==> config.mk <==
export PLATFORM = sky130hd
export DESIGN_NAME = uadc_ctrl
export DESIGN_NICKNAME = d
export VERILOG_FILES = /design/src/core/uadc_pkg.sv /design/src/core/uadc_ctrl.sv
export VERILOG_INCLUDE_DIRS = /design/src /design/src/core
export SDC_FILE = /design/constraint.sdc
export NUM_CORES = 1
export LEC_CHECK = 0
export BUFFER_PORTS_ARGS = -buffer_cell sky130_fd_sc_hd__buf_2
export CORE_ASPECT_RATIO = 1.2
export CORE_MARGIN = 1
export CORE_UTILIZATION = 54
export DETAILED_ROUTE_END_ITERATION = 10
export HOLD_SLACK_MARGIN = 0.1
export MAX_ROUTING_LAYER = met4
export PLACE_DENSITY = 0.8
export SYNTH_ARGS = -nofsm -noshare
export SYNTH_HDL_FRONTEND = slang
export SYNTH_SLANG_ARGS = --single-unit
==> constraint.sdc <==
create_clock -name clk_sys -period 5.2 [get_ports clk_sys]
set_input_delay 1.3 -clock clk_sys [delete_from_list [all_inputs] [get_ports clk_sys]]
set_output_delay 1.3 -clock clk_sys [all_outputs]
set_load 0.01 [all_outputs]
==> src/core/uadc_regs.svh <==
// register offsets, fields, reset values and timing counts of the attach control block
// assumes a 32-bit plain register port with byte addresses
`ifndef UADC_REGS_SVH
`define UADC_REGS_SVH
`define UADC_OFS_CTRL      8'h00
`define UADC_OFS_PINS      8'h04
`define UADC_OFS_STAT      8'h08
`define UADC_CTRL_READY    0
`define UADC_CTRL_EXTPU    1
`define UADC_CTRL_SELFPWR  2
`define UADC_CTRL_WAKE     3
`define UADC_CTRL_RST      4'h0
`define UADC_PINS_RST      16'h3210
`define UADC_PWR_BUS       8'h32
`define UADC_PWR_SELF      8'h00
`define UADC_CLK_NS        8
`define UADC_FILT_NS       1000
`define UADC_FILT_CYC      ((`UADC_FILT_NS + `UADC_CLK_NS - 1) / `UADC_CLK_NS)
`endif

==> src/core/uadc_pkg.sv <==
// types shared by the attach control block
// assumes nothing beyond a SystemVerilog tool
package uadc_pkg;
    typedef enum logic [1:0] {ST_IDLE, ST_ATTACHED, ST_DETACHED} uadc_state_e;
    typedef struct packed {
        logic [3:0] wake_pin;
        logic [3:0] detach_pin;
        logic [3:0] vbus_pin;
        logic [3:0] pullup_pin;
    } uadc_pins_s;
    typedef struct packed {
        logic wake_req;
        logic self_powered;
        logic ext_pullup;
        logic ready;
    } uadc_ctrl_s;
endpackage

==> src/core/uadc_ctrl.sv <==
// attach, detach and wake control for a full-speed usb peripheral
// assumes one 125 MHz clock, 16 general io pins from outside, a same-clock packet engine
// What this block does
// - pull plus line high only when ready
// - select internal or external pull-up, internal default
// - external mode drives chosen pin high
// - self powered: no pull-up without vbus
// - vbus sense pin chosen by setting
// - bus powered reports 100 mA demand
// - detach and wake pins chosen by settings
// - detach high: lines high impedance, no pull-up
// - detach low: pull-up back, await enumeration
// - wake output active high, only while detached
// - no in-band wake while detached
// - bus powered suspend stops radio and loads
// - peripheral only, never host
//
// Strobed register access and the register offsets were left to the implementer.
`timescale 1ns/1ps
`include "uadc_regs.svh"
module uadc_ctrl
    import uadc_pkg::*;
(
    input  wire logic        clk_sys,
    input  wire logic        rst,
    input  wire logic [7:0]  reg_addr,
    input  wire logic [31:0] reg_wdata,
    input  wire logic        reg_wr,
    input  wire logic        reg_rd,
    output logic      [31:0] reg_rdata,
    input  wire logic [15:0] general_io_pin_in,
    output logic      [15:0] general_io_pin_out,
    output logic      [15:0] general_io_pin_oe,
    input  wire logic        usb_suspend,
    output logic             plus_pullup_en,
    output logic             usb_lines_hiz,
    output logic             inband_wake_ok,
    output logic             radio_off,
    output logic             loads_off
);
    localparam logic [7:0] FILT_CYC = 8'(`UADC_FILT_CYC);

    function automatic logic pick_pin(input logic [15:0] v, input logic [3:0] idx);
        pick_pin = v[idx];
    endfunction

    uadc_ctrl_s  ctrl_reg, ctrl_next;
    uadc_pins_s  pins_reg, pins_next;
    logic [31:0] rdata_reg, rdata_next;
    logic [15:0] sync1_reg, sync2_reg;
    logic [1:0]  filt_val;
    uadc_state_e state_reg, state_next;
    logic [15:0] gout_reg, gout_next, goe_reg, goe_next;
    logic        pu_reg, pu_next, hiz_reg, hiz_next;
    logic        iwake_reg, iwake_next, radio_reg, radio_next, loads_reg, loads_next;
    logic        detach_f, vbus_f, vbus_ok, want_attach;

    // two-stage synchroniser on the io pins
    always_ff @(posedge clk_sys or posedge rst)
    begin
        if (rst)
        begin
            sync1_reg <= 16'h0000;
            sync2_reg <= 16'h0000;
        end
        else
        begin
            sync1_reg <= general_io_pin_in;
            sync2_reg <= sync1_reg;
        end
    end

    // glitch filters: index 0 detach, index 1 vbus sense
    genvar gi;
    generate
        for (gi = 0; gi < 2; gi++)
        begin : g_filt
            logic [7:0] cnt_reg, cnt_next;
            logic       val_reg, val_next, raw;
            always_comb
            begin
                raw = (gi == 0) ? pick_pin(sync2_reg, pins_reg.detach_pin)
                                : pick_pin(sync2_reg, pins_reg.vbus_pin);
                val_next = val_reg;
                cnt_next = 8'h00;
                if (raw != val_reg)
                begin
                    cnt_next = cnt_reg + 8'h01;
                    if (cnt_next == FILT_CYC)
                    begin
                        val_next = raw;
                        cnt_next = 8'h00;
                    end
                end
            end
            always_ff @(posedge clk_sys or posedge rst)
            begin
                if (rst)
                begin
                    cnt_reg <= 8'h00;
                    val_reg <= 1'b0;
                end
                else
                begin
                    cnt_reg <= cnt_next;
                    val_reg <= val_next;
                end
            end
            assign filt_val[gi] = val_reg;
        end
    endgenerate

    assign detach_f    = filt_val[0];
    assign vbus_f      = filt_val[1];
    assign vbus_ok     = !ctrl_reg.self_powered || vbus_f;
    assign want_attach = ctrl_reg.ready && vbus_ok;

    // register port
    always_comb
    begin
        ctrl_next  = ctrl_reg;
        pins_next  = pins_reg;
        rdata_next = 32'h0000_0000;
        if (reg_wr)
        begin
            if (reg_addr == `UADC_OFS_CTRL)
                ctrl_next = reg_wdata[3:0];
            else if (reg_addr == `UADC_OFS_PINS)
                pins_next = reg_wdata[15:0];
        end
        if (reg_rd)
        begin
            if (reg_addr == `UADC_OFS_CTRL)
                rdata_next = {28'h0000000, ctrl_reg};
            else if (reg_addr == `UADC_OFS_PINS)
                rdata_next = {16'h0000, pins_reg};
            else if (reg_addr == `UADC_OFS_STAT)
                rdata_next = {16'h0000,
                              ctrl_reg.self_powered ? `UADC_PWR_SELF : `UADC_PWR_BUS,
                              2'b00, state_reg, usb_suspend, vbus_f, detach_f, pu_reg};
        end
    end

    always_ff @(posedge clk_sys or posedge rst)
    begin
        if (rst)
        begin
            ctrl_reg  <= `UADC_CTRL_RST;
            pins_reg  <= `UADC_PINS_RST;
            rdata_reg <= 32'h0000_0000;
        end
        else
        begin
            ctrl_reg  <= ctrl_next;
            pins_reg  <= pins_next;
            rdata_reg <= rdata_next;
        end
    end

    // attach state machine and pin drive; only ever a peripheral, no host logic
    always_comb
    begin
        state_next = state_reg;
        case (state_reg)
            ST_IDLE:
                if (detach_f)
                    state_next = ST_DETACHED;
                else if (want_attach)
                    state_next = ST_ATTACHED;
            ST_ATTACHED:
                if (detach_f)
                    state_next = ST_DETACHED;
                else if (!want_attach)
                    state_next = ST_IDLE;
            ST_DETACHED:
                if (!detach_f)
                    state_next = ST_IDLE;
            default:
                state_next = ST_IDLE;
        endcase
        pu_next    = (state_next == ST_ATTACHED);
        hiz_next   = (state_next != ST_ATTACHED);
        iwake_next = (state_next == ST_ATTACHED);
        radio_next = usb_suspend && !ctrl_reg.self_powered;
        loads_next = usb_suspend && !ctrl_reg.self_powered;
        gout_next  = 16'h0000;
        goe_next   = 16'h0000;
        goe_next[pins_next.wake_pin]  = 1'b1;
        gout_next[pins_next.wake_pin] = (state_next == ST_DETACHED) && ctrl_next.wake_req;
        if (ctrl_next.ext_pullup)
        begin
            goe_next[pins_next.pullup_pin]  = 1'b1;
            gout_next[pins_next.pullup_pin] = pu_next;
            pu_next = 1'b0;
        end
    end

    always_ff @(posedge clk_sys or posedge rst)
    begin
        if (rst)
        begin
            state_reg <= ST_IDLE;
            pu_reg    <= 1'b0;
            hiz_reg   <= 1'b1;
            iwake_reg <= 1'b0;
            radio_reg <= 1'b0;
            loads_reg <= 1'b0;
            gout_reg  <= 16'h0000;
            goe_reg   <= 16'h0000;
        end
        else
        begin
            state_reg <= state_next;
            pu_reg    <= pu_next;
            hiz_reg   <= hiz_next;
            iwake_reg <= iwake_next;
            radio_reg <= radio_next;
            loads_reg <= loads_next;
            gout_reg  <= gout_next;
            goe_reg   <= goe_next;
        end
    end

    assign reg_rdata          = rdata_reg;
    assign general_io_pin_out = gout_reg;
    assign general_io_pin_oe  = goe_reg;
    assign plus_pullup_en     = pu_reg;
    assign usb_lines_hiz      = hiz_reg;
    assign inband_wake_ok     = iwake_reg;
    assign radio_off          = radio_reg;
    assign loads_off          = loads_reg;

    logic ext_pu_on;
    assign ext_pu_on = ctrl_reg.ext_pullup && gout_reg[pins_reg.pullup_pin]
                       && goe_reg[pins_reg.pullup_pin];

    // detach pin age: cycles its synchronised level has held, for the filter check
    logic       det_raw, det_last_reg, det_last_next;
    logic [7:0] det_age_reg, det_age_next;

    always_comb
    begin
        det_raw       = pick_pin(sync2_reg, pins_reg.detach_pin);
        det_last_next = det_raw;
        det_age_next  = 8'h01;
        if (det_raw == det_last_reg)
            det_age_next = (det_age_reg == 8'hFF) ? 8'hFF : det_age_reg + 8'h01;
    end

    always_ff @(posedge clk_sys or posedge rst)
    begin
        if (rst)
        begin
            det_last_reg <= 1'h0;
            det_age_reg  <= 8'h00;
        end
        else
        begin
            det_last_reg <= det_last_next;
            det_age_reg  <= det_age_next;
        end
    end
endmodule

==> results of run 1 <==
==> power by group through the flow <==
stage          Combinational (uW)  Sequential, uW  Clock, uW
3_3_place_gp                  163            1040          0
5_1_grt                       194            1030       1290
2_1_floorplan                 129            1040          0
4_1_cts                       178            1030       1240
6_report                      177            1030       1220
3_5_place_dp                  170            1050          0
==> routing by layer <==
metal / GRT usage [%] / vias to the layer above / share of wire [%]
li1: - / 1725 / -
met1: 27.7 / 1903 / 38
met2: 40.3 / 174 / 52
met3: 6.92 / 31 / 6.8
met4: 11.4 / 0 / 2.7
met5: - / - / 0
==> per-stage QoR <==
step / area [sq um] / utilization (%) / std cells / hold WS [ns]
after floorplan: 5610 / - / 456 / 0.331
after global placement: 6040 / 60.4 / 650 / 0.335
after detailed placement: 6040 / 60.4 / 650 / 0.335
after CTS: 6660 / 66.6 / 682 / 0.348
after global routing: 6660 / 66.6 / 682 / 0.355
final: 6660 / 66.6 / 682 / 0.345
==> worst paths after layout <==
kind | endpoint | slack (ns) | cells after the start
max in group asynchronous | general_io_pin_out[0] | 3.22 | 3
min in group asynchronous | sync2_reg[3] | 0.89 | 2
max reg2reg | g_filt[1].cnt_reg[5] | 2.64 | 5
min | sync2_reg[5] | 0.35 | 0
max | general_io_pin_out[3] | 1.76 | 7
min reg2reg | sync2_reg[5] | 0.35 | 0
==> logic make-up after synthesis <==
kind of cell / synth area share, %
adders and majority gates: 0.901
and+or+nand+nor: 14.5
xor gates and xnor gates: 2.16
muxes: 15.6
AOI/OAI and AO/OA: 5.81
buffers and inverters: 4.98
other: 0.0675
DFF: 56.0
==> cells in the final DEF, fill, tap and decap left out, types with 9 or more instances in the layout <==
| cell | netlist | routed |
|---|---|---|
| dfrtp_1 | 119 | 119 |
| nand3_1 | 26 | 26 |
| nand2_1 | 28 | 28 |
| clkbuf_16 | 0 | 17 |
| buf_2 | 4 | 97 |
| nand2b_1 | 16 | 16 |
| inv_1 | 10 | 9 |
| o21ai_0 | 13 | 13 |
| nor2_1 | 22 | 22 |
| mux2i_1 | 22 | 22 |
| conb_1 | 1 | 16 |
| and3_1 | 9 | 9 |
| nor2_2 | 10 | 10 |
| mux2_2 | 27 | 27 |
==> critical path: cells and delay by family <==
family,cells,cell delay (ns)
buffers and inverters,2,0.50
muxes,2,0.64
and+or+nand+nor,3,1.30
==> cell type report <==
type                       count  area [sq um]  area share, %
sequential                   124          3110           46.7
multi-input combinational    289          2220           33.4
timing repair buffer         100           508           7.63
clock buffer                  22           454           6.82
clock inverter                10           165           2.48
tap                          126           158           2.37
inverter                      11          43.8          0.657
==> metrics, run 1 <==
post-CTS resize count=0; CTS H-Tree Depth=4; Worst Path Arrival=3.75 ns; Seq pwr share=42.5%; most used cell along the critical path=mux2i_1; Vias=3833; die area=0.0107 sq mm; Critical path origin=reg_addr[7]; DRT iter0 DRCs=277; slowest cell on the critical path=nor4_4; RSZ-0062 raised after global routing=false; Internal=1890 uW; CTS buffer count=17; initial antenna violation count=0; Cells after Synth=441; Synth top area share=53.6%; DP HPWL=8.14 mm; outcome=completed; # clock sinks=124; layout cells sized above 1=34.7%; Hold Path Origin=sync1_reg[5]; vias in the first global route=3942; Clk pwr share=50.2%; WL/cell=17.3 um; Hold Crit Class=reg -> reg; mean area per synthesized cell=12.6 sq um; drt first pass iters=5; CTS tree=yes; Die X-Extent=94.6 um; top cells by count, synth=dfrtp_1, nand2_1, mux2_2; Die H=113 um; CP max FO=29; worst slack, placed=1.39 ns; Main synth FF type=dfrtp_1; port bufs=97; area grow syn2layout=20.0%; Ports=130; WP data required=5.50 ns; register area share after synthesis=56.0%; cell-by-cell trace of the critical path=buf_2 > nor4_4 > nand3_4 > buf_4 > mux2i_1 > nor3b_1 > mux2i_1; synthesized area=0.00555 sq mm; max cap viols=0; All-Layer GR Usage=24.6%; clk slew on worst S/H paths=0.05 ns; cell taking the most area after synthesis=dfrtp_1; post-synthesis register bit count=124; largest net degree at the start of global routing=59; # rows=40; hold bufs inserted after CTS=0; switching power=538 uW; Lkg Pwr=0.00331 uW; ANT nets after route=0; CP startpoint kind=primary input; clock root cell=clkbuf_16; P per Cell Area=364 mW/mm^2; Setup CP Type=in -> reg; Sw Share=22.2%; fin worst setup slack=1.76 ns; Final Max Slew Viols=0; grt total ovfl=0; Post-CTS Setup Bufs=0; distinct cell type count after synthesis=57; fraction of the cycle the final worst path needs=66.2%; R2R Path Start=pins_reg[4]; Setup Total Neg Slack=0 ns; Layout Skew=0.00690 ns; final-report hold violation count=0; slowest stage delay, CP=0.57 ns; total length of routed wires=11.8 mm; core area=0.0100 sq mm; worst slew pin tran=0.891 ns; total power=2430 uW; setup violators final=0; synth top area cells=dfrtp_1, mux2_2, mux2i_1; Final #Nets=608; maximum clock frequency=291 MHz; filler cell count=684; count leader, synth=dfrtp_1; Comb pwr share=7.3%; EDFF count, synth=0; Crit. End Element=flop; CTS max path bufs=2; RePlAce Congestion=0.927; via/cell ratio=5.62; starting density of the core=55.5%; first-pass GRT wire length=18.8 mm; Period minus WS final=3.44 ns; Skew-Pair Late Insertion Delay=0.41 ns; Antenna diodes=0; drt drc=0; Peak VDD IR=0.218 mV; Synth async-reset ratio=100%; Max-slew headroom=40.4%; Ys Warns=0
Note: power is estimated with default switching activity, not from simulation.
==> inputs of run 2 (changes only) <==
ABC_AREA = 1   (was not set)
CORE_UTILIZATION = 48   (was 54)
PLACE_DENSITY = 0.76   (was 0.8)
clock period = 2.8 ns   (was 5.2 ns; I/O delays follow)
==> metrics, run 2 <==
RePlAce Congestion=0.889 (-4.1%); ANT nets after route=0 (unchanged); Ys Warns=0 (unchanged); Final Max Slew Viols=0 (unchanged); Skew-Pair Late Insertion Delay=0.41 ns (about the same); # rows=42 (+5.0%); synthesized area=0.00544 sq mm (-2.1%); register area=0.00311 sq mm (unchanged); cell taking the most area after synthesis=dfrtp_1; initial antenna violation count=0 (unchanged); Main synth FF type=dfrtp_1; P per Cell Area=678 mW/mm^2 (+86%); Hold Crit Class=reg -> reg; CP max FO=20 (-31%); fraction of the cycle the final worst path needs=75.1%; WP data required=3.15 ns (-2.35 ns); drt first pass iters=5 (unchanged); total length of routed wires=12.1 mm (+2.4%); CTS buffer count=17 (unchanged); area grow syn2layout=21.8%; starting density of the core=49.3% (-6.2 points); hold bufs inserted after CTS=0 (unchanged); Setup CP Type=in -> reg; via/cell ratio=4.96 (-12%); Hold Path Origin=sync1_reg[8]; Ports=130 (unchanged); Period minus WS final=2.10 ns; Vias=4332 (+13%); commonest non-fill, non-tap cell in the layout=nand2_1; EDFF count, synth=0 (unchanged); Peak VDD IR=0.397 mV (+82%); Antenna diodes=0 (unchanged); All-Layer GR Usage=22.7% (-1.9 points); synth top area cells=dfrtp_1, nand2_1, inv_1; max cap viols=0 (unchanged); final-report hold violation count=0 (unchanged); Worst Path Arrival=2.45 ns (-1.30 ns); hold worst-path end=sync2_reg[8]; worst slew pin tran=0.592 ns (-0.299 ns); first-pass GRT wire length=20.1 mm (+6.7%); distinct cell type count after synthesis=32 (-44%); r2r endpoint=detach_f; port bufs=97 (unchanged); Post-CTS Setup Bufs=0 (unchanged); core area=0.0110 sq mm (+10%); # clock sinks=124 (unchanged); Synth top area share=54.8% (+1.1 points); mean area per synthesized cell=8.74 sq um (-31%); outcome=completed; FF-to-FF setup slack=1.06 ns (-1.58 ns); R2R Path Start=g_filt[0].cnt_reg[1]; CTS H-Tree Depth=4 (unchanged); Cells after Synth=622 (+41%); Layout Skew=0.00863 ns (+0.00173 ns); largest net degree at the start of global routing=51 (-14%); Crit. End Element=flop; die area=0.0118 sq mm (+10%); drt drc=0 (unchanged); clk slew on worst S/H paths=0.06 ns (about the same); most frequent cells in the layout=nand2_1, dfrtp_1, buf_2; register area share after synthesis=57.2% (+1.2 points); CP startpoint kind=primary input; DRT iter0 DRCs=237 (-14%); Hold Path Stages=0 (unchanged); vias in the first global route=4290 (+8.8%); CTS tree=yes; Setup Total Neg Slack=0 ns (unchanged); Final #Nets=793 (+30%); CTS max path bufs=2 (unchanged); RSZ-0062 raised after global routing=false; count leader, synth=nand2_1; clock root cell=clkbuf_16; top cells by count, synth=nand2_1, dfrtp_1, inv_1; setup violators final=0 (unchanged); maximum clock frequency=475 MHz; layout cells sized above 1=22.5% (-12 points); Worst Reg2Reg Path Length in Cells=8 (+3); Max-slew headroom=60.5% (+20 points); DP HPWL=8.69 mm (+6.8%); Die X-Extent=99.2 um (+4.9%); Lkg Pwr=0.00360 uW (+8.7%); filler cell count=934 (+37%); WL/cell=13.8 um (-20%); total power=4490 uW (+85%); Synth async-reset ratio=100% (unchanged); area occupied by multi-input gates=0.00191 sq mm (-14%); post-CTS resize count=0 (unchanged); grt total ovfl=0 (unchanged); Die H=119 um (+4.9%); post-synthesis register bit count=124 (unchanged)
## run 2: cell types whose count changed after synthesis, sizes merged, moves of 6 or more
| cell | change |
|---|---|
| nand2 | +159 |
| inv | +62 |
| nor2 | +45 |
| mux2 | -27 |
| mux2i | -27 |
| nand3 | +24 |
| nand2b | -16 |
| o21ai | +14 |
| a21oi | +12 |
| mux4 | -10 |
| and3 | -9 |
| o211ai | +9 |
| nor2b | -6 |
## run 2: stage by stage
stage	setup WS [ns]	util, %	instances	hold slack, ns	cell area [sq um]
2_1_floorplan	0.579	-	637	0.331	5500
3_3_place_gp	0.343	54.5	841	0.335	6010
3_5_place_dp	0.282	54.5	841	0.336	6010
4_1_cts	0.715	60.0	873	0.348	6620
5_1_grt	0.518	60.0	873	0.351	6620
6_report	0.697	60.0	873	0.345	6620
## run 2: worst max-delay path, stage by stage
cell	delay, ns
buf_2	0.10
nor2_1	0.12
nand2_2	0.10
inv_2	0.08
nand3_2	0.35
nand2_1	0.16
nand2_1	0.10
nor2_1	0.36
nand2_1	0.13
nor2_1	0.12
nand2_1	0.06
nand2_1	0.06
## run 2: how the worst max path moves through the flow
| stage | startpoint | endpoint | slack [ns] | cells past startpoint |
|---|---|---|---|---|
| after floorplan | rst | ctrl_reg[0] | 0.58 | 1 |
| after global placement | reg_addr[7] | general_io_pin_out[3] | 0.34 | 11 |
| after detailed placement | reg_addr[7] | general_io_pin_out[0] | 0.28 | 11 |
| after CTS | reg_addr[7] | general_io_pin_out[10] | 0.72 | 11 |
| after global routing | reg_addr[7] | general_io_pin_out[11] | 0.52 | 11 |
| final | reg_addr[7] | general_io_pin_out[1] | 0.70 | 12 |
## run 2: area by class of cell
type	count	area share, %
Inverter	73	4.19
Timing Repair Buffer	103	8.39
Clock inverter	14	2.57
Sequential cell	124	46.9
Clock buffer	18	6.63
Multi-Input combinational cell	409	28.8
Tap cell	132	2.49
## run 2: where the power goes
part | switching, uW | leakage [uW] | internal, uW | total [uW]
combinational | 230 | 0.00173 | 117 | 347
sequential | 61.8 | 0.00158 | 1870 | 1940
clock | 785 | 0.000288 | 1420 | 2210
total | 1080 | 0.00360 | 3410 | 4490
## run 2: cells by family after synthesis
| logic type | Yosys count | share of synthesized area (%) |
|---|---|---|
| AO/OA/AOI/OAI | 63 | 7.06 |
| other | 1 | 0.0690 |
| buffers and inverters | 104 | 8.79 |
| flip-flops | 124 | 57.2 |
| XOR/XNOR | 5 | 0.805 |
| adder cells (fa/ha/maj) | 4 | 0.920 |
| AND/OR/NAND/NOR | 321 | 25.2 |
## run 2: per-layer routing
| metal | global-route usage, % | share of wire (%) | vias to the layer above |
|---|---|---|---|
| met2 | 37.7 | 52 | 111 |
| met4 | 8.00 | 1.5 | 0 |
| met1 | 27.1 | 42 | 2082 |
| met3 | 5.44 | 4.7 | 22 |
| li1 | - | - | 2117 |
| met5 | - | 0 | - |
